<file path="config.mk">
export PLATFORM = sky130hd
export DESIGN_NAME = cce_top
export DESIGN_NICKNAME = d
export VERILOG_FILES = /design/src/verilog/cce_pkg.sv /design/src/verilog/cce_top.sv
export VERILOG_INCLUDE_DIRS = /design/src /design/src/verilog
export SDC_FILE = /design/constraint.sdc
export NUM_CORES = 1
export LEC_CHECK = 0
export BUFFER_PORTS_ARGS = -buffer_cell sky130_fd_sc_hd__buf_2
export CAP_MARGIN = 10
export CORE_ASPECT_RATIO = 0.9
export CORE_MARGIN = 1
export CORE_UTILIZATION = 48
export DETAILED_ROUTE_END_ITERATION = 10
export PLACE_DENSITY = 0.77
export SYNTH_ARGS = -nofsm -noshare
export SYNTH_HDL_FRONTEND = slang
export SYNTH_SLANG_ARGS = --single-unit
</file>
<file path="constraint.sdc">
create_clock -name CLK -period 21.7 [get_ports CLK]
set_input_delay 4.34 -clock CLK [delete_from_list [all_inputs] [get_ports CLK]]
set_output_delay 4.34 -clock CLK [all_outputs]
set_load 0.01 [all_outputs]
</file>
<file path="src/verilog/cce_cfg.svh">
// constants of the compare command engine: ascii codes, limits, defaults, register map
`ifndef CCE_CFG_SVH
`define CCE_CFG_SVH
`define CCE_CH_DOLLAR 8'h24
`define CCE_CH_M 8'h4D
`define CCE_CH_C 8'h43
`define CCE_CH_X 8'h58
`define CCE_CH_SP 8'h20
`define CCE_CH_COMMA 8'h2C
`define CCE_CH_0 8'h30
`define CCE_CH_9 8'h39
`define CCE_CH_A 8'h41
`define CCE_CH_D 8'h44
`define CCE_CH_E 8'h45
`define CCE_CH_N 8'h4E
`define CCE_FLD_B 8'h42
`define CCE_FLD_L 8'h4C
`define CCE_FLD_R 8'h52
`define CCE_FLD_S 8'h53
`define CCE_FLD_P 8'h50
`define CCE_FLD_K 8'h4B
`define CCE_FLD_F 8'h46
`define CCE_FLD_NONE 8'h00
`define CCE_LIM16 11'h7CF
`define CCE_LIM32 11'h3E7
`define CCE_SKEW_MAX 14'h0009
`define CCE_FUNC_MAX 14'h0003
`define CCE_NUM_SAT 14'h03E8
`define CCE_DEF_CNT 11'h000
`define CCE_DEF_ADDR 11'h000
`define CCE_DEF_PODS 4'h3
`define CCE_DEF_SKEW 4'h4
`define CCE_DEF_FUNC 2'h0
`define CCE_DUMP_LAST 7'h44
`define CCE_SEC2_SLOT 7'h23
`define CCE_SEC1_SLOT 7'h05
`define CCE_END_SLOT 7'h41
`define CCE_REG_CTRL 8'h00
`define CCE_REG_STATUS 8'h04
`define CCE_REG_RESULT 8'h08
`define CCE_REG_ISTAT 8'h0C
`define CCE_REG_IMASK 8'h10
`define CCE_CTRL_START 0
`define CCE_CTRL_MODE32 1
`endif

</file>
<file path="src/verilog/cce_pkg.sv">
// types of the compare command engine
package cce_pkg;
   typedef enum logic [2:0] {PS_IDLE, PS_M, PS_MENU, PS_SETUP, PS_DUMP, PS_SKIP} cce_pstate_t;
   typedef enum logic [2:0] {C_IDLE, C_SEC, C_ISSUE, C_WAIT, C_EVAL, C_DONE} cce_cstate_t;
endpackage

</file>
<file path="src/verilog/cce_top.sv">
// compare command engine: text command parser, setup store, dump, compare run, apb registers
//
// The register offsets and the APB slave port are this design's own decisions.
`timescale 1ns/1ps
`include "cce_cfg.svh"
module cce_top (
   input wire logic CLK,
   input wire logic RST_B,
   input wire logic PSEL,
   input wire logic PENABLE,
   input wire logic PWRITE,
   input wire logic [7:0] PADDR,
   input wire logic [31:0] PWDATA,
   output logic [31:0] PRDATA,
   output logic PREADY,
   output logic PSLVERR,
   input wire logic [7:0] RX_DATA,
   input wire logic RX_VALID,
   output logic [7:0] TX_DATA,
   output logic TX_VALID,
   input wire logic TX_READY,
   output logic [10:0] SRC_ADDR,
   input wire logic [31:0] SRC_DATA,
   output logic [10:0] REF_ADDR,
   input wire logic [31:0] REF_DATA,
   output logic IRQ
);
   cce_pkg::cce_pstate_t pst;
   cce_pkg::cce_cstate_t cst;
   logic [7:0] fld;
   logic [13:0] num;
   logic [3:0] pods;
   logic bad;
   logic dsel;
   logic sec_ok;
   logic sel;
   logic commit_q;
   logic cmd_err;
   logic dump_go;
   logic mode32;
   logic [10:0] lim;
   logic [10:0] p_cnt [2];
   logic [10:0] p_src [2];
   logic [10:0] p_ref [2];
   logic [3:0] p_pod [2];
   logic [3:0] p_skw [2];
   logic [1:0] p_func;
   logic [10:0] s_cnt [2];
   logic [10:0] s_src [2];
   logic [10:0] s_ref [2];
   logic [3:0] s_pod [2];
   logic [3:0] s_skw [2];
   logic [1:0] s_func;
   logic rx_sp;
   logic rx_comma;
   logic term;
   logic start_setup;
   logic dumping;
   logic [6:0] dslot;
   logic dv;
   logic [7:0] dch;
   logic ds;
   logic [4:0] off;
   logic csec;
   logic [10:0] loc;
   logic signed [4:0] d;
   logic hit;
   logic [11:0] hits;
   logic halted;
   logic hsec;
   logic [10:0] hloc;
   logic done_ev;
   logic halt_ev;
   logic [31:0] pmask;
   logic eq;
   logic last;
   logic cond;
   logic acc;
   logic start_req;
   logic [3:0] istat;
   logic [3:0] imask;
   logic [3:0] ev;

   // decimal digit of a stored value for the printout
   function automatic logic [7:0] dec_char(input logic [10:0] v, input logic [1:0] pos);
      logic [10:0] q;
      q = v;
      case (pos)
         2'h3: q = v / 11'd1000;
         2'h2: q = v / 11'd100;
         2'h1: q = v / 11'd10;
         default: q = v;
      endcase
      dec_char = `CCE_CH_0 + {4'h0, 4'(q % 11'd10)};
   endfunction

   assign rx_sp = RX_DATA == `CCE_CH_SP;
   assign rx_comma = RX_DATA == `CCE_CH_COMMA;
   assign term = RX_VALID && pst == cce_pkg::PS_SETUP && (rx_sp || rx_comma);
   assign start_setup = RX_VALID && pst == cce_pkg::PS_MENU && RX_DATA == `CCE_CH_C;
   assign lim = mode32 ? `CCE_LIM32 : `CCE_LIM16;

   // character level parser: prefix, menu letter, field letter and its digits
   always_ff @(posedge CLK) begin
      dump_go <= 1'b0;
      if (!RST_B) begin
         pst <= cce_pkg::PS_IDLE;
         fld <= `CCE_FLD_NONE;
         num <= 14'h0000;
         pods <= 4'h0;
         bad <= 1'b0;
         dsel <= 1'b0;
      end else if (RX_VALID) begin
         unique case (pst)
            cce_pkg::PS_IDLE: if (RX_DATA == `CCE_CH_DOLLAR) pst <= cce_pkg::PS_M;
            cce_pkg::PS_M: pst <= (RX_DATA == `CCE_CH_M) ? cce_pkg::PS_MENU : cce_pkg::PS_IDLE;
            cce_pkg::PS_MENU: begin
               fld <= `CCE_FLD_NONE;
               dsel <= 1'b0;
               if (RX_DATA == `CCE_CH_C) pst <= cce_pkg::PS_SETUP;
               else if (RX_DATA == `CCE_CH_X) pst <= cce_pkg::PS_DUMP;
               else if (rx_comma) pst <= cce_pkg::PS_IDLE;
               else pst <= cce_pkg::PS_SKIP; // other menus are not ours
            end
            cce_pkg::PS_SETUP: begin
               if (rx_sp || rx_comma) begin
                  fld <= `CCE_FLD_NONE;
                  if (rx_comma) pst <= cce_pkg::PS_IDLE;
               end else if (fld == `CCE_FLD_NONE) begin
                  fld <= RX_DATA;
                  num <= 14'h0000;
                  pods <= 4'h0;
                  bad <= 1'b0;
               end else if (RX_DATA >= `CCE_CH_0 && RX_DATA <= `CCE_CH_9 && fld != `CCE_FLD_P) begin
                  // stop accumulating once the value reaches 1000 and flag the field bad, so a long digit run cannot wrap into range
                  if (num < `CCE_NUM_SAT) num <= 14'(num * 14'd10 + {6'h00, RX_DATA - `CCE_CH_0});
                  else bad <= 1'b1;
               end else if (fld == `CCE_FLD_P && RX_DATA >= `CCE_CH_A && RX_DATA <= `CCE_CH_D) begin
                  pods[2'(RX_DATA - `CCE_CH_A)] <= 1'b1;
               end else begin
                  bad <= 1'b1;
               end
            end
            cce_pkg::PS_DUMP: begin
               if (rx_comma) begin
                  pst <= cce_pkg::PS_IDLE;
                  dump_go <= dsel;
               end else if (!rx_sp) begin
                  dsel <= RX_DATA == `CCE_CH_C;
               end
            end
            cce_pkg::PS_SKIP: if (rx_comma) pst <= cce_pkg::PS_IDLE;
         endcase
      end
   end

   // pending copy of the setup, edited field by field and kept apart until the comma
   always_ff @(posedge CLK) begin
      cmd_err <= 1'b0;
      commit_q <= 1'b0;
      if (!RST_B) begin
         sec_ok <= 1'b0;
         sel <= 1'b0;
         p_func <= `CCE_DEF_FUNC;
         for (int i = 0; i < 2; i++) begin
            p_cnt[i] <= `CCE_DEF_CNT;
            p_src[i] <= `CCE_DEF_ADDR;
            p_ref[i] <= `CCE_DEF_ADDR;
            p_pod[i] <= `CCE_DEF_PODS;
            p_skw[i] <= `CCE_DEF_SKEW;
         end
      end else if (start_setup) begin
         sec_ok <= 1'b0;
         sel <= 1'b0;
         p_func <= s_func;
         for (int i = 0; i < 2; i++) begin
            p_cnt[i] <= s_cnt[i];
            p_src[i] <= s_src[i];
            p_ref[i] <= s_ref[i];
            p_pod[i] <= s_pod[i];
            p_skw[i] <= s_skw[i];
         end
      end else if (term) begin
         commit_q <= rx_comma;
         if (fld != `CCE_FLD_NONE) begin
            if (bad) cmd_err <= 1'b1;
            else if (fld == `CCE_FLD_B) begin
               if (num == 14'h0001 || num == 14'h0002) begin
                  sel <= num[1];
                  sec_ok <= 1'b1;
               end else cmd_err <= 1'b1;
            end else if (fld == `CCE_FLD_F) begin
               if (num <= `CCE_FUNC_MAX) p_func <= num[1:0];
               else cmd_err <= 1'b1;
            end else if (!sec_ok) cmd_err <= 1'b1;
            else if (fld == `CCE_FLD_L && num <= {3'h0, lim}) p_cnt[sel] <= num[10:0];
            else if (fld == `CCE_FLD_S && num <= {3'h0, lim}) p_src[sel] <= num[10:0];
            else if (fld == `CCE_FLD_R && num <= {3'h0, lim}) p_ref[sel] <= num[10:0];
            else if (fld == `CCE_FLD_P) p_pod[sel] <= pods;
            else if (fld == `CCE_FLD_K && num <= `CCE_SKEW_MAX) p_skw[sel] <= num[3:0];
            else cmd_err <= 1'b1;
         end
      end
   end

   // stored setup per section, taken over one cycle after the comma
   always_ff @(posedge CLK) begin
      if (!RST_B) s_func <= `CCE_DEF_FUNC;
      else if (commit_q) s_func <= p_func;
   end
   for (genvar g = 0; g < 2; g++) begin : g_sec
      always_ff @(posedge CLK) begin
         if (!RST_B) begin
            s_cnt[g] <= `CCE_DEF_CNT;
            s_src[g] <= `CCE_DEF_ADDR;
            s_ref[g] <= `CCE_DEF_ADDR;
            s_pod[g] <= `CCE_DEF_PODS;
            s_skw[g] <= `CCE_DEF_SKEW;
         end else if (commit_q) begin
            s_cnt[g] <= p_cnt[g];
            s_src[g] <= p_src[g];
            s_ref[g] <= p_ref[g];
            s_pod[g] <= p_pod[g];
            s_skw[g] <= p_skw[g];
         end
      end
   end

   // printout slot decode: fixed slots, absent pods are skipped slots
   always_comb begin
      dv = 1'b1;
      dch = `CCE_CH_SP;
      ds = dslot >= `CCE_SEC2_SLOT;
      off = ds ? 5'(dslot - `CCE_SEC2_SLOT) : 5'(dslot - `CCE_SEC1_SLOT);
      if (dslot < `CCE_SEC1_SLOT) begin
         case (dslot[2:0])
            3'h0: dch = `CCE_CH_M;
            3'h1: dch = `CCE_CH_C;
            3'h3: dch = `CCE_FLD_F;
            3'h4: dch = `CCE_CH_0 + {6'h00, s_func};
            default: dch = `CCE_CH_SP;
         endcase
      end else if (dslot >= `CCE_END_SLOT) begin
         case (dslot - `CCE_END_SLOT)
            7'h1: dch = `CCE_CH_E;
            7'h2: dch = `CCE_CH_N;
            7'h3: dch = `CCE_CH_D;
            default: dch = `CCE_CH_SP;
         endcase
      end else begin
         case (off)
            5'd1: dch = `CCE_FLD_B;
            5'd2: dch = `CCE_CH_0 + {7'h00, 1'b1} + {7'h00, ds};
            5'd4: dch = `CCE_FLD_L;
            5'd5, 5'd6, 5'd7, 5'd8: dch = dec_char(s_cnt[ds], 2'(5'd8 - off));
            5'd10: dch = `CCE_FLD_R;
            5'd11, 5'd12, 5'd13, 5'd14: dch = dec_char(s_ref[ds], 2'(5'd14 - off));
            5'd16: dch = `CCE_FLD_S;
            5'd17, 5'd18, 5'd19, 5'd20: dch = dec_char(s_src[ds], 2'(5'd20 - off));
            5'd22: dch = `CCE_FLD_P;
            5'd23, 5'd24, 5'd25, 5'd26: begin
               dv = s_pod[ds][2'(off - 5'd23)];
               dch = `CCE_CH_A + {6'h00, 2'(off - 5'd23)};
            end
            5'd28: dch = `CCE_FLD_K;
            5'd29: dch = `CCE_CH_0 + {4'h0, s_skw[ds]};
            default: dch = `CCE_CH_SP;
         endcase
      end
   end

   // printout sender, stalls on tx_ready so no character is dropped
   always_ff @(posedge CLK) begin
      if (!RST_B) begin
         dumping <= 1'b0;
         dslot <= 7'h00;
         TX_DATA <= 8'h00;
         TX_VALID <= 1'b0;
      end else begin
         if (TX_VALID && TX_READY) TX_VALID <= 1'b0;
         if (dump_go && !dumping) begin
            dumping <= 1'b1;
            dslot <= 7'h00;
         end else if (dumping && (!TX_VALID || TX_READY)) begin
            if (dv) begin
               TX_DATA <= dch;
               TX_VALID <= 1'b1;
            end
            dslot <= dslot + 7'h01;
            if (dslot == `CCE_DUMP_LAST) dumping <= 1'b0;
         end
      end
   end

   // compare datapath: pod a in the low byte up to pod d in the high byte
   assign pmask = {{8{s_pod[csec][3]}}, {8{s_pod[csec][2]}}, {8{s_pod[csec][1]}}, {8{s_pod[csec][0]}}};
   assign eq = ((SRC_DATA ^ REF_DATA) & pmask) == 32'h00000000;
   assign last = eq || (d == $signed({1'b0, s_skw[csec]}));
   assign cond = s_func[0] ? !(hit || eq) : (hit || eq);

   // compare sequencer: one probe per offset, memories answer one cycle after the address
   always_ff @(posedge CLK) begin
      done_ev <= 1'b0;
      halt_ev <= 1'b0;
      if (!RST_B) begin
         cst <= cce_pkg::C_IDLE;
         csec <= 1'b0;
         loc <= 11'h000;
         d <= 5'sh00;
         hit <= 1'b0;
         hits <= 12'h000;
         halted <= 1'b0;
         hsec <= 1'b0;
         hloc <= 11'h000;
         SRC_ADDR <= 11'h000;
         REF_ADDR <= 11'h000;
      end else begin
         unique case (cst)
            cce_pkg::C_IDLE: if (start_req) begin
               cst <= cce_pkg::C_SEC;
               csec <= 1'b0;
               hits <= 12'h000;
               halted <= 1'b0;
            end
            cce_pkg::C_SEC: begin
               if (s_cnt[csec] != 11'h000) begin
                  loc <= 11'h000;
                  d <= -$signed({1'b0, s_skw[csec]});
                  hit <= 1'b0;
                  cst <= cce_pkg::C_ISSUE;
               end else if (csec) cst <= cce_pkg::C_DONE;
               else csec <= 1'b1;
            end
            cce_pkg::C_ISSUE: begin
               // out of range offsets wrap; keeping the span inside memory is the host's care
               SRC_ADDR <= s_src[csec] + loc;
               REF_ADDR <= s_ref[csec] + loc + {{6{d[4]}}, d};
               cst <= cce_pkg::C_WAIT;
            end
            cce_pkg::C_WAIT: cst <= cce_pkg::C_EVAL;
            cce_pkg::C_EVAL: begin
               if (!last) begin
                  hit <= hit || eq;
                  d <= d + 5'sh01;
                  cst <= cce_pkg::C_ISSUE;
               end else if (cond && !s_func[1]) begin
                  halted <= 1'b1;
                  halt_ev <= 1'b1;
                  hsec <= csec;
                  hloc <= loc;
                  cst <= cce_pkg::C_DONE;
               end else begin
                  if (cond) hits <= hits + 12'h001;
                  hit <= 1'b0;
                  d <= -$signed({1'b0, s_skw[csec]});
                  if (loc + 11'h001 != s_cnt[csec]) begin
                     loc <= loc + 11'h001;
                     cst <= cce_pkg::C_ISSUE;
                  end else if (csec) cst <= cce_pkg::C_DONE;
                  else begin
                     csec <= 1'b1;
                     cst <= cce_pkg::C_SEC;
                  end
               end
            end
            cce_pkg::C_DONE: begin
               done_ev <= 1'b1;
               cst <= cce_pkg::C_IDLE;
            end
         endcase
      end
   end

   // apb slave: one wait state; writes take effect on the pready edge, read data is captured on the edge that raises pready
   assign acc = PSEL && PENABLE && PREADY;
   assign start_req = acc && PWRITE && PADDR == `CCE_REG_CTRL && PWDATA[`CCE_CTRL_START];
   assign ev = {commit_q, cmd_err, halt_ev, done_ev};
   always_ff @(posedge CLK) begin
      if (!RST_B) begin
         PREADY <= 1'b0;
         PRDATA <= 32'h00000000;
         PSLVERR <= 1'b0;
      end else begin
         PREADY <= PSEL && PENABLE && !PREADY;
         PSLVERR <= 1'b0;
         PRDATA <= 32'h00000000;
         if (PSEL && PENABLE && !PREADY) begin
            case (PADDR)
               `CCE_REG_CTRL: PRDATA <= {30'h00000000, mode32, 1'b0};
               `CCE_REG_STATUS: PRDATA <= {28'h0000000, dumping, sec_ok, halted, cst != cce_pkg::C_IDLE};
               `CCE_REG_RESULT: PRDATA <= halted ? {15'h0000, hsec, 5'h00, hloc} : {20'h00000, hits};
               `CCE_REG_ISTAT: PRDATA <= {28'h0000000, istat};
               `CCE_REG_IMASK: PRDATA <= {28'h0000000, imask};
               default: PSLVERR <= 1'b1;
            endcase
         end
      end
   end

   // mode, mask and sticky status; a new event beats a clear in the same cycle
   always_ff @(posedge CLK) begin
      if (!RST_B) begin
         mode32 <= 1'b0;
         imask <= 4'h0;
         istat <= 4'h0;
         IRQ <= 1'b0;
      end else begin
         if (acc && PWRITE && PADDR == `CCE_REG_CTRL) mode32 <= PWDATA[`CCE_CTRL_MODE32];
         if (acc && PWRITE && PADDR == `CCE_REG_IMASK) imask <= PWDATA[3:0];
         istat <= (istat & ~((acc && PWRITE && PADDR == `CCE_REG_ISTAT) ? PWDATA[3:0] : 4'h0)) | ev;
         IRQ <= |(istat & imask);
      end
   end
endmodule

</file>
==> flow_summary.json, run 1 <==
{
  "cap_violations": 0,
  "via_count": 23483,
  "antenna_found_initial": 1,
  "status": "complete, no violations",
  "initialDrtViolationCount": 2084,
  "n_antenna_cell": 0,
  "ant_nets": 0,
  "holdBufCountCts": 0,
  "ys_types": 113,
  "ys.flop_type": "edfxtp_1",
  "crit_buf_inv": 2,
  "p_per_area_mw_per_mm2": 144,
  "drt_first_pass_iters": 8,
  "final_util_pct": 52.8,
  "rows": 81,
  "clk_pin_slew_worst_paths_ps": 60,
  "final.setup.tns_ps": 0,
  "fin_crit_sh_pct": 92.7,
  "grt_pass1_wl_um": 114000,
  "grt_remaining_overflow": 0,
  "critical_path.slowest_cell": "dfxtp_1",
  "slew_violations": 0,
  "clock-sinks": 316,
  "cts_root_buf": "clkbuf_16",
  "worstReg2RegStart": "dslot[1]",
  "finalNonFillerCells": 3841,
  "cpPeakStageDelay_ps": 580,
  "yosysSeqAreaShare_pct": 30.2,
  "yosys.area_share.simple_pct": 20.3,
  "gp_congestion": 0.960,
  "muxShareOfSynthArea_pct": 6.24,
  "worstHoldPathCells": 2,
  "synthAdderAreaFrac_pct": 12.1,
  "synth_area_sq_mm": 0.0263,
  "synth-seq-cells": 316,
  "vias_per_cell": 6.11,
  "cp-start-kind": "flip-flop",
  "finClkSkew_ps": 19.5,
  "track_usage_pct": 25.0,
  "cp.arrival_ps": 20570,
  "hold_viol": 0,
  "wl_per_cell_um": 18.9,
  "clockBufferDepth": 3,
  "wl_um": 72600,
  "setup_viol": 0,
  "cp-end-kind": "flip-flop",
  "worst_r2r_path_depth": 85,
  "synth_area_per_cell_sq_um": 8.67,
  "cts-htree-levels": 1,
  "min_period_ps": 20110,
  "die_x_um": 249,
  "r2r_setup_slack_ps": 1590,
  "synth_compound_area_share_pct": 20.8,
  "slew-limit-headroom_pct": 20.2,
  "worst_pin_slew_ps": 1190,
  "synth-async-reset-ratio_pct": 0,
  "required_ps": 22160,
  "drc": 0,
  "synth_cells": 3038,
  "max_freq_mhz": 49.7,
  "ir_drop_mv": 0.266,
  "area_growth_pct": 8.91,
  "fillers": 5007,
  "die_area_sq_mm": 0.0558,
  "min_from": "hit",
  "coreArea_sq_mm": 0.0543,
  "yosysWarnings": 0,
  "whs_endpoint": "hit",
  "p_leak_nw": 11.9,
  "grt_setup_unrepaired": "false",
  "multi_input_area_sq_mm": 0.0174,
  "die_h_um": 224,
  "place_hpwl_um": 53300,
  "portBuffers": 136,
  "cpLargestDelayFamily": "compound AO/OA/AOI/OAI gates",
  "synth_edf_count": 164,
  "nNetsFinal": 3474,
  "synthXorXnorAreaFrac_pct": 5.98,
  "reg2reg_to": "TX_DATA[2]",
  "cp_max_fo": 16,
  "crit_top_cell": "ha_1",
  "hold_path_class": "flip-flop to flip-flop",
  "grt_pass1_vias": 21359,
  "ff_latch_area_sq_mm": 0.00797,
  "tritoncts": "yes",
  "clock_latency_ps": 570,
  "post-place-cells": 3783,
  "path_class": "flip-flop to flip-flop",
  "cts_buffers": 31,
  "start_util_pct": 48.5,
  "grt_start_max_net_pins": 89,
  "ios": 185,
  "synth_top_family_by_area": "compound AO/OA/AOI/OAI gates",
  "drive_above_1_share_pct": 11.2
}
worst max path at each step:
stage,start,end,depth (start not counted)
floorplan,dslot[1],TX_DATA[2],87
finish,dslot[1],TX_DATA[2],85
global placement,dslot[1],TX_DATA[2],88
global route,dslot[1],TX_DATA[2],85
detailed placement,dslot[1],TX_DATA[2],89
CTS,dslot[1],TX_DATA[2],89
cell families (layout without fill, tap and decap cells):
family                     count (synthesis)  after routing
and+or+nand+nor                         1080           1080
AOI/OAI and AO/OA                        784            784
DFF                                      316            316
buffers and inverters                    276            355
adders and majority gates                245            245
xor gates and xnor gates                 180            180
muxes                                    156            156
other                                      1             20
cells in the mapped netlist, types with 35 or more instances:
library cell	count	area, sq um
mux2i_1	117	1170
inv_1	113	424
a21oi_1	211	1060
nand3_1	74	370
and3_1	104	651
nand2_1	255	957
clkbuf_1	117	439
xnor2_1	85	744
nor3_1	80	400
xor2_1	95	832
or3_1	35	219
ha_1	229	2870
edfxtp_1	164	4920
dfxtp_1	152	3040
nor4_1	37	231
o21ai_0	130	651
o21a_1	56	420
nor2_1	289	1080
a22o_1	77	674
cell type report:
type | instances | share of cell area, %
inverter | 116 | 1.52
sequential | 316 | 27.8
multi-input combinational | 2465 | 60.5
tap | 705 | 3.07
timing repair buffer | 181 | 3.55
clock buffer | 42 | 2.96
clock inverter | 16 | 0.593
repair_timing:
action | 4_1_cts | 5_1_grt
gates resized for setup | 0 | 13
buffers inserted | 0 | 0
endpoints found under the setup margin | 0 | 3
flip-flops by register name (all words and copies together), names as in the netlist, 5 cells and up, named ones only:
name and count:
d 5, s_skw 8, num 14, TX_DATA 7, p_skw 8, s_ref 22
s_cnt 22, p_pod 8, PRDATA 13, p_ref 22, fld 8, loc 11
SRC_ADDR 11, REF_ADDR 11, p_src 22, hloc 11, s_pod 8, hits 12
p_cnt 22, s_src 22, dslot 7
routing by layer:
metal	up-vias	GRT usage [%]	part of all wire (%)
li1	11393	-	-
met1	11060	34.5	44
met2	918	41.2	45
met3	112	2.52	8.1
met4	0	8.17	3.2
met5	-	0	0
worst reg2reg max path: cells and delay by family, from the launching register on:
| kind | cells | cell delay (ps) |
|---|---|---|
| compound gates | 40 | 8200 |
| fa+ha+maj | 13 | 4170 |
| buf+inv | 2 | 210 |
| flops | 1 | 580 |
| mux | 6 | 1590 |
| simple gates | 24 | 5260 |
report_power, final:
group / leakage [nW] / switching, mW / internal (mW)
sequential: 2.87 / 0.00928 / 0.637
clock: 0.498 / 0.230 / 0.310
combinational: 8.57 / 1.64 / 1.30
total: 11.9 / 1.88 / 2.25
stage by stage:
stage	total power, mW	hold WS, ps	area [sq um]	setup slack [ps]
finish	4.13	436	28700	1590
global route	4.54	454	28700	10.7
CTS	4.10	431	28600	1020
detailed placement	3.56	423	27600	1070
global placement	3.49	418	27600	1340
floorplan	3.00	409	26400	2440
cell usage in the layout, fill, tap and decap left out, types with 15 or more instances in the layout:
| cell | count |
|---|---|
| a22o_1 | 77 |
| nand3_1 | 74 |
| a22oi_1 | 19 |
| or3_1 | 35 |
| nor2b_1 | 25 |
| a31oi_1 | 27 |
| o31ai_1 | 17 |
| inv_1 | 113 |
| ha_1 | 227 |
| nand2_1 | 255 |
| or2_2 | 24 |
| conb_1 | 20 |
| nand2b_1 | 30 |
| xor2_1 | 95 |
| dfxtp_1 | 150 |
| mux2_2 | 34 |
| buf_4 | 45 |
| nor4_1 | 37 |
| o21bai_1 | 18 |
| mux2i_1 | 117 |
| and3_1 | 104 |
| buf_2 | 136 |
| o211ai_1 | 19 |
| a211oi_1 | 27 |
| and2_1 | 23 |
| xnor2_1 | 85 |
| nor3_1 | 80 |
| nand3b_1 | 16 |
| a21oi_1 | 208 |
| edfxtp_1 | 164 |
| a21o_1 | 34 |
| fa_1 | 15 |
| clkbuf_16 | 31 |
| nand4_1 | 25 |
| nor2_1 | 288 |
| o21ai_0 | 127 |
| o21a_1 | 56 |
No activity file was read; power rests on OpenSTA's default activity.
==> inputs of run 2 (changes only) <==
--- a/config.mk
+++ b/config.mk
@@ -6,6 +6,7 @@
 export SDC_FILE = /design/constraint.sdc
 export NUM_CORES = 1
 export LEC_CHECK = 0
+export ABC_AREA = 1
 export BUFFER_PORTS_ARGS = -buffer_cell sky130_fd_sc_hd__buf_2
 export CAP_MARGIN = 10
 export CORE_ASPECT_RATIO = 0.9
@@ -13,6 +14,7 @@
 export CORE_UTILIZATION = 48
 export DETAILED_ROUTE_END_ITERATION = 10
 export PLACE_DENSITY = 0.77
+export REMOVE_ABC_BUFFERS = 1
 export SYNTH_ARGS = -nofsm -noshare
 export SYNTH_HDL_FRONTEND = slang
 export SYNTH_SLANG_ARGS = --single-unit
==> flow_summary.json, run 2 <==
{
  "cts_buffers": 30,
  "power.total_mw": 4.31,
  "finClkSkew_ps": 10.0,
  "pwr-share-seq_pct": 15.5,
  "portBuffers": 136,
  "start_util_pct": 49.1,
  "drt_first_pass_iters": 7,
  "grt_pass1_vias": 21471,
  "worst_pin_slew_ps": 1100,
  "nNetsFinal": 3969,
  "min_from": "cmd_err",
  "yosysTopAreaCell": "edfxtp_1",
  "rows": 79,
  "grt_pass1_wl_um": 106000,
  "hold_path_class": "flip-flop to flip-flop",
  "synth-seq-cells": 316,
  "ys_types": 72,
  "holdBufCountCts": 0,
  "place_hpwl_um": 48900,
  "power.switching_mw": 2.15,
  "worstReg2RegStart": "dslot[0]",
  "cts_root_buf": "clkbuf_16",
  "setup_viol": 0,
  "layout_commonest_cell": "nand2_1",
  "gp_congestion": 0.921,
  "grt_remaining_overflow": 0,
  "initialDrtViolationCount": 2009,
  "cp_max_fo": 65,
  "cp.arrival_ps": 18800,
  "post-cts-setup-buffers": 0,
  "synth.top_cell.area_share_pct": 19.2,
  "ys_top_cells_by_count": "nand2_1 (608), inv_1 (539), nor2_1 (369)",
  "antenna_found_initial": 0,
  "synth_edf_count": 164,
  "fin_crit_sh_pct": 84.4,
  "cts-htree-levels": 1,
  "sw_frac_of_total_pct": 49.9,
  "cpPeakStageDelay_ps": 620,
  "synth_area_sq_mm": 0.0256,
  "die_area_sq_mm": 0.0543,
  "whs_endpoint": "istat[2]",
  "final.setup.tns_ps": 0,
  "slew_violations": 0,
  "reg2reg_to": "TX_DATA[2]",
  "coreArea_sq_mm": 0.0522,
  "grt_setup_unrepaired": "false",
  "intPower_mw": 2.16,
  "synth-async-reset-ratio_pct": 0,
  "crit_top_cell": "nand2_1",
  "min_period_ps": 18300,
  "clk_pin_slew_worst_paths_ps": 70,
  "ff_latch_area_sq_mm": 0.00797,
  "final_cell_mix": "nand2_1 (607), inv_1 (538), nor2_1 (367)",
  "die_h_um": 221,
  "ys.flop_type": "edfxtp_1",
  "worstHoldPathCells": 2,
  "p_comb_share_pct": 71.4,
  "cp-start-kind": "flip-flop",
  "vias_per_cell": 5.39,
  "multi_input_area_sq_mm": 0.0151,
  "drc": 0,
  "p_clk_share_pct": 13.1,
  "n_antenna_cell": 0,
  "tritoncts": "yes",
  "wl_um": 65100,
  "via_count": 23255,
  "max_freq_mhz": 54.6,
  "yosysWarnings": 0,
  "die_x_um": 246,
  "status": "complete, no violations",
  "cp-end-kind": "flip-flop",
  "synth_cells": 3512,
  "clock-sinks": 316,
  "fillers": 4928,
  "worst_r2r_path_depth": 122,
  "slew-limit-headroom_pct": 26.0,
  "track_usage_pct": 23.7,
  "p_leak_nw": 13.0,
  "worst_hold_slack_ps": 439,
  "area_growth_pct": 8.79,
  "ir_drop_mv": 0.260,
  "wl_per_cell_um": 15.1,
  "grt_start_max_net_pins": 85,
  "r2r_setup_slack_ps": 3400,
  "drive_above_1_share_pct": 10.2,
  "hold_viol": 0,
  "ios": 185,
  "cap_violations": 0,
  "ctsResizeCount": 0,
  "clock_latency_ps": 570,
  "path_class": "flip-flop to flip-flop",
  "synth.most_common_cell": "nand2_1",
  "synth_area_per_cell_sq_um": 7.30,
  "p_per_area_mw_per_mm2": 155,
  "yosysSeqAreaShare_pct": 31.1,
  "required_ps": 22200,
  "clockBufferDepth": 3,
  "critical_path.slowest_cell": "dfxtp_1",
  "synth_area_leaders": "edfxtp_1 (19%), dfxtp_1 (12%), ha_1 (11%)",
  "ant_nets": 0
}
[run 2: cell types whose count changed in the layout (fill, tap and decap cells not counted), moves of 50 or more]
cell,previous run,this run
mux2i_1,117,0
nand2_1,255,607
nand3_1,74,161
a22o_1,77,2
inv_1,113,538
nand2_2,2,59
o21a_1,56,6
o21ai_0,127,272
and3_1,104,4
nor2_1,288,367
[run 2: worst max-delay path by stage]
stage                   from         end  slack (ps)
finish              dslot[0]  TX_DATA[2]        3400
global route        dslot[0]  TX_DATA[2]        1130
CTS                 dslot[0]  TX_DATA[2]        3540
detailed placement  dslot[0]  TX_DATA[2]        3620
global placement    dslot[0]  TX_DATA[2]        3880
floorplan           dslot[0]  TX_DATA[2]        6610
[run 2: metal layers]
metal	track usage, %	up-vias	wire (um)
li1	-	11809	-
met1	33.1	10541	29200
met2	38.0	802	29000
met3	4.06	103	5400
met4	5.07	0	1480
met5	0	-	0
[run 2: layout make-up]
| cell class | count | area share (%) |
|---|---|---|
| multi-input cells | 2543 | 54.1 |
| flip-flops and latches | 316 | 28.6 |
| inverters | 564 | 7.60 |
| clock buffers | 43 | 3.39 |
| well taps | 688 | 3.09 |
| repair buffers | 151 | 2.84 |
| clock inverters | 13 | 0.435 |
[run 2: kinds of logic after synthesis]
family | after synthesis | synth area share (%)
buffers and inverters | 672 | 10.4
DFF | 316 | 31.1
AOI/OAI and AO/OA | 718 | 16.3
and+or+nand+nor | 1393 | 24.1
xor gates and xnor gates | 168 | 5.74
other | 1 | 0.0146
adders and majority gates | 244 | 12.4
[run 2: worst max-delay path, delay by kind of cell, from the launching register on]
kind,cells,cell delay (ps)
flops,1,620
compound gates,25,3850
simple gates,67,6820
buf+inv,17,2690
fa+ha+maj,13,4250
[run 2: power by group through the flow]
stage	registers (mW)	logic [mW]	clock network [mW]
after floorplan	0.681	2.45	0
after global placement	0.680	3.00	0
after detailed placement	0.681	3.05	0
after CTS	0.668	3.08	0.563
after global routing	0.670	3.57	0.590
final	0.668	3.08	0.563
[run 2: per-stage QoR]
| stage | setup slack (ps) | utilization (%) | area (sq um) | instances |
|---|---|---|---|---|
| floorplan | 6610 | - | 25200 | 3423 |
| global placement | 3880 | 51.4 | 26800 | 4262 |
| detailed placement | 3620 | 51.4 | 26800 | 4262 |
| CTS | 3540 | 53.4 | 27900 | 4318 |
| global route | 1130 | 53.4 | 27900 | 4318 |
| finish | 3400 | 53.4 | 27900 | 4318 |
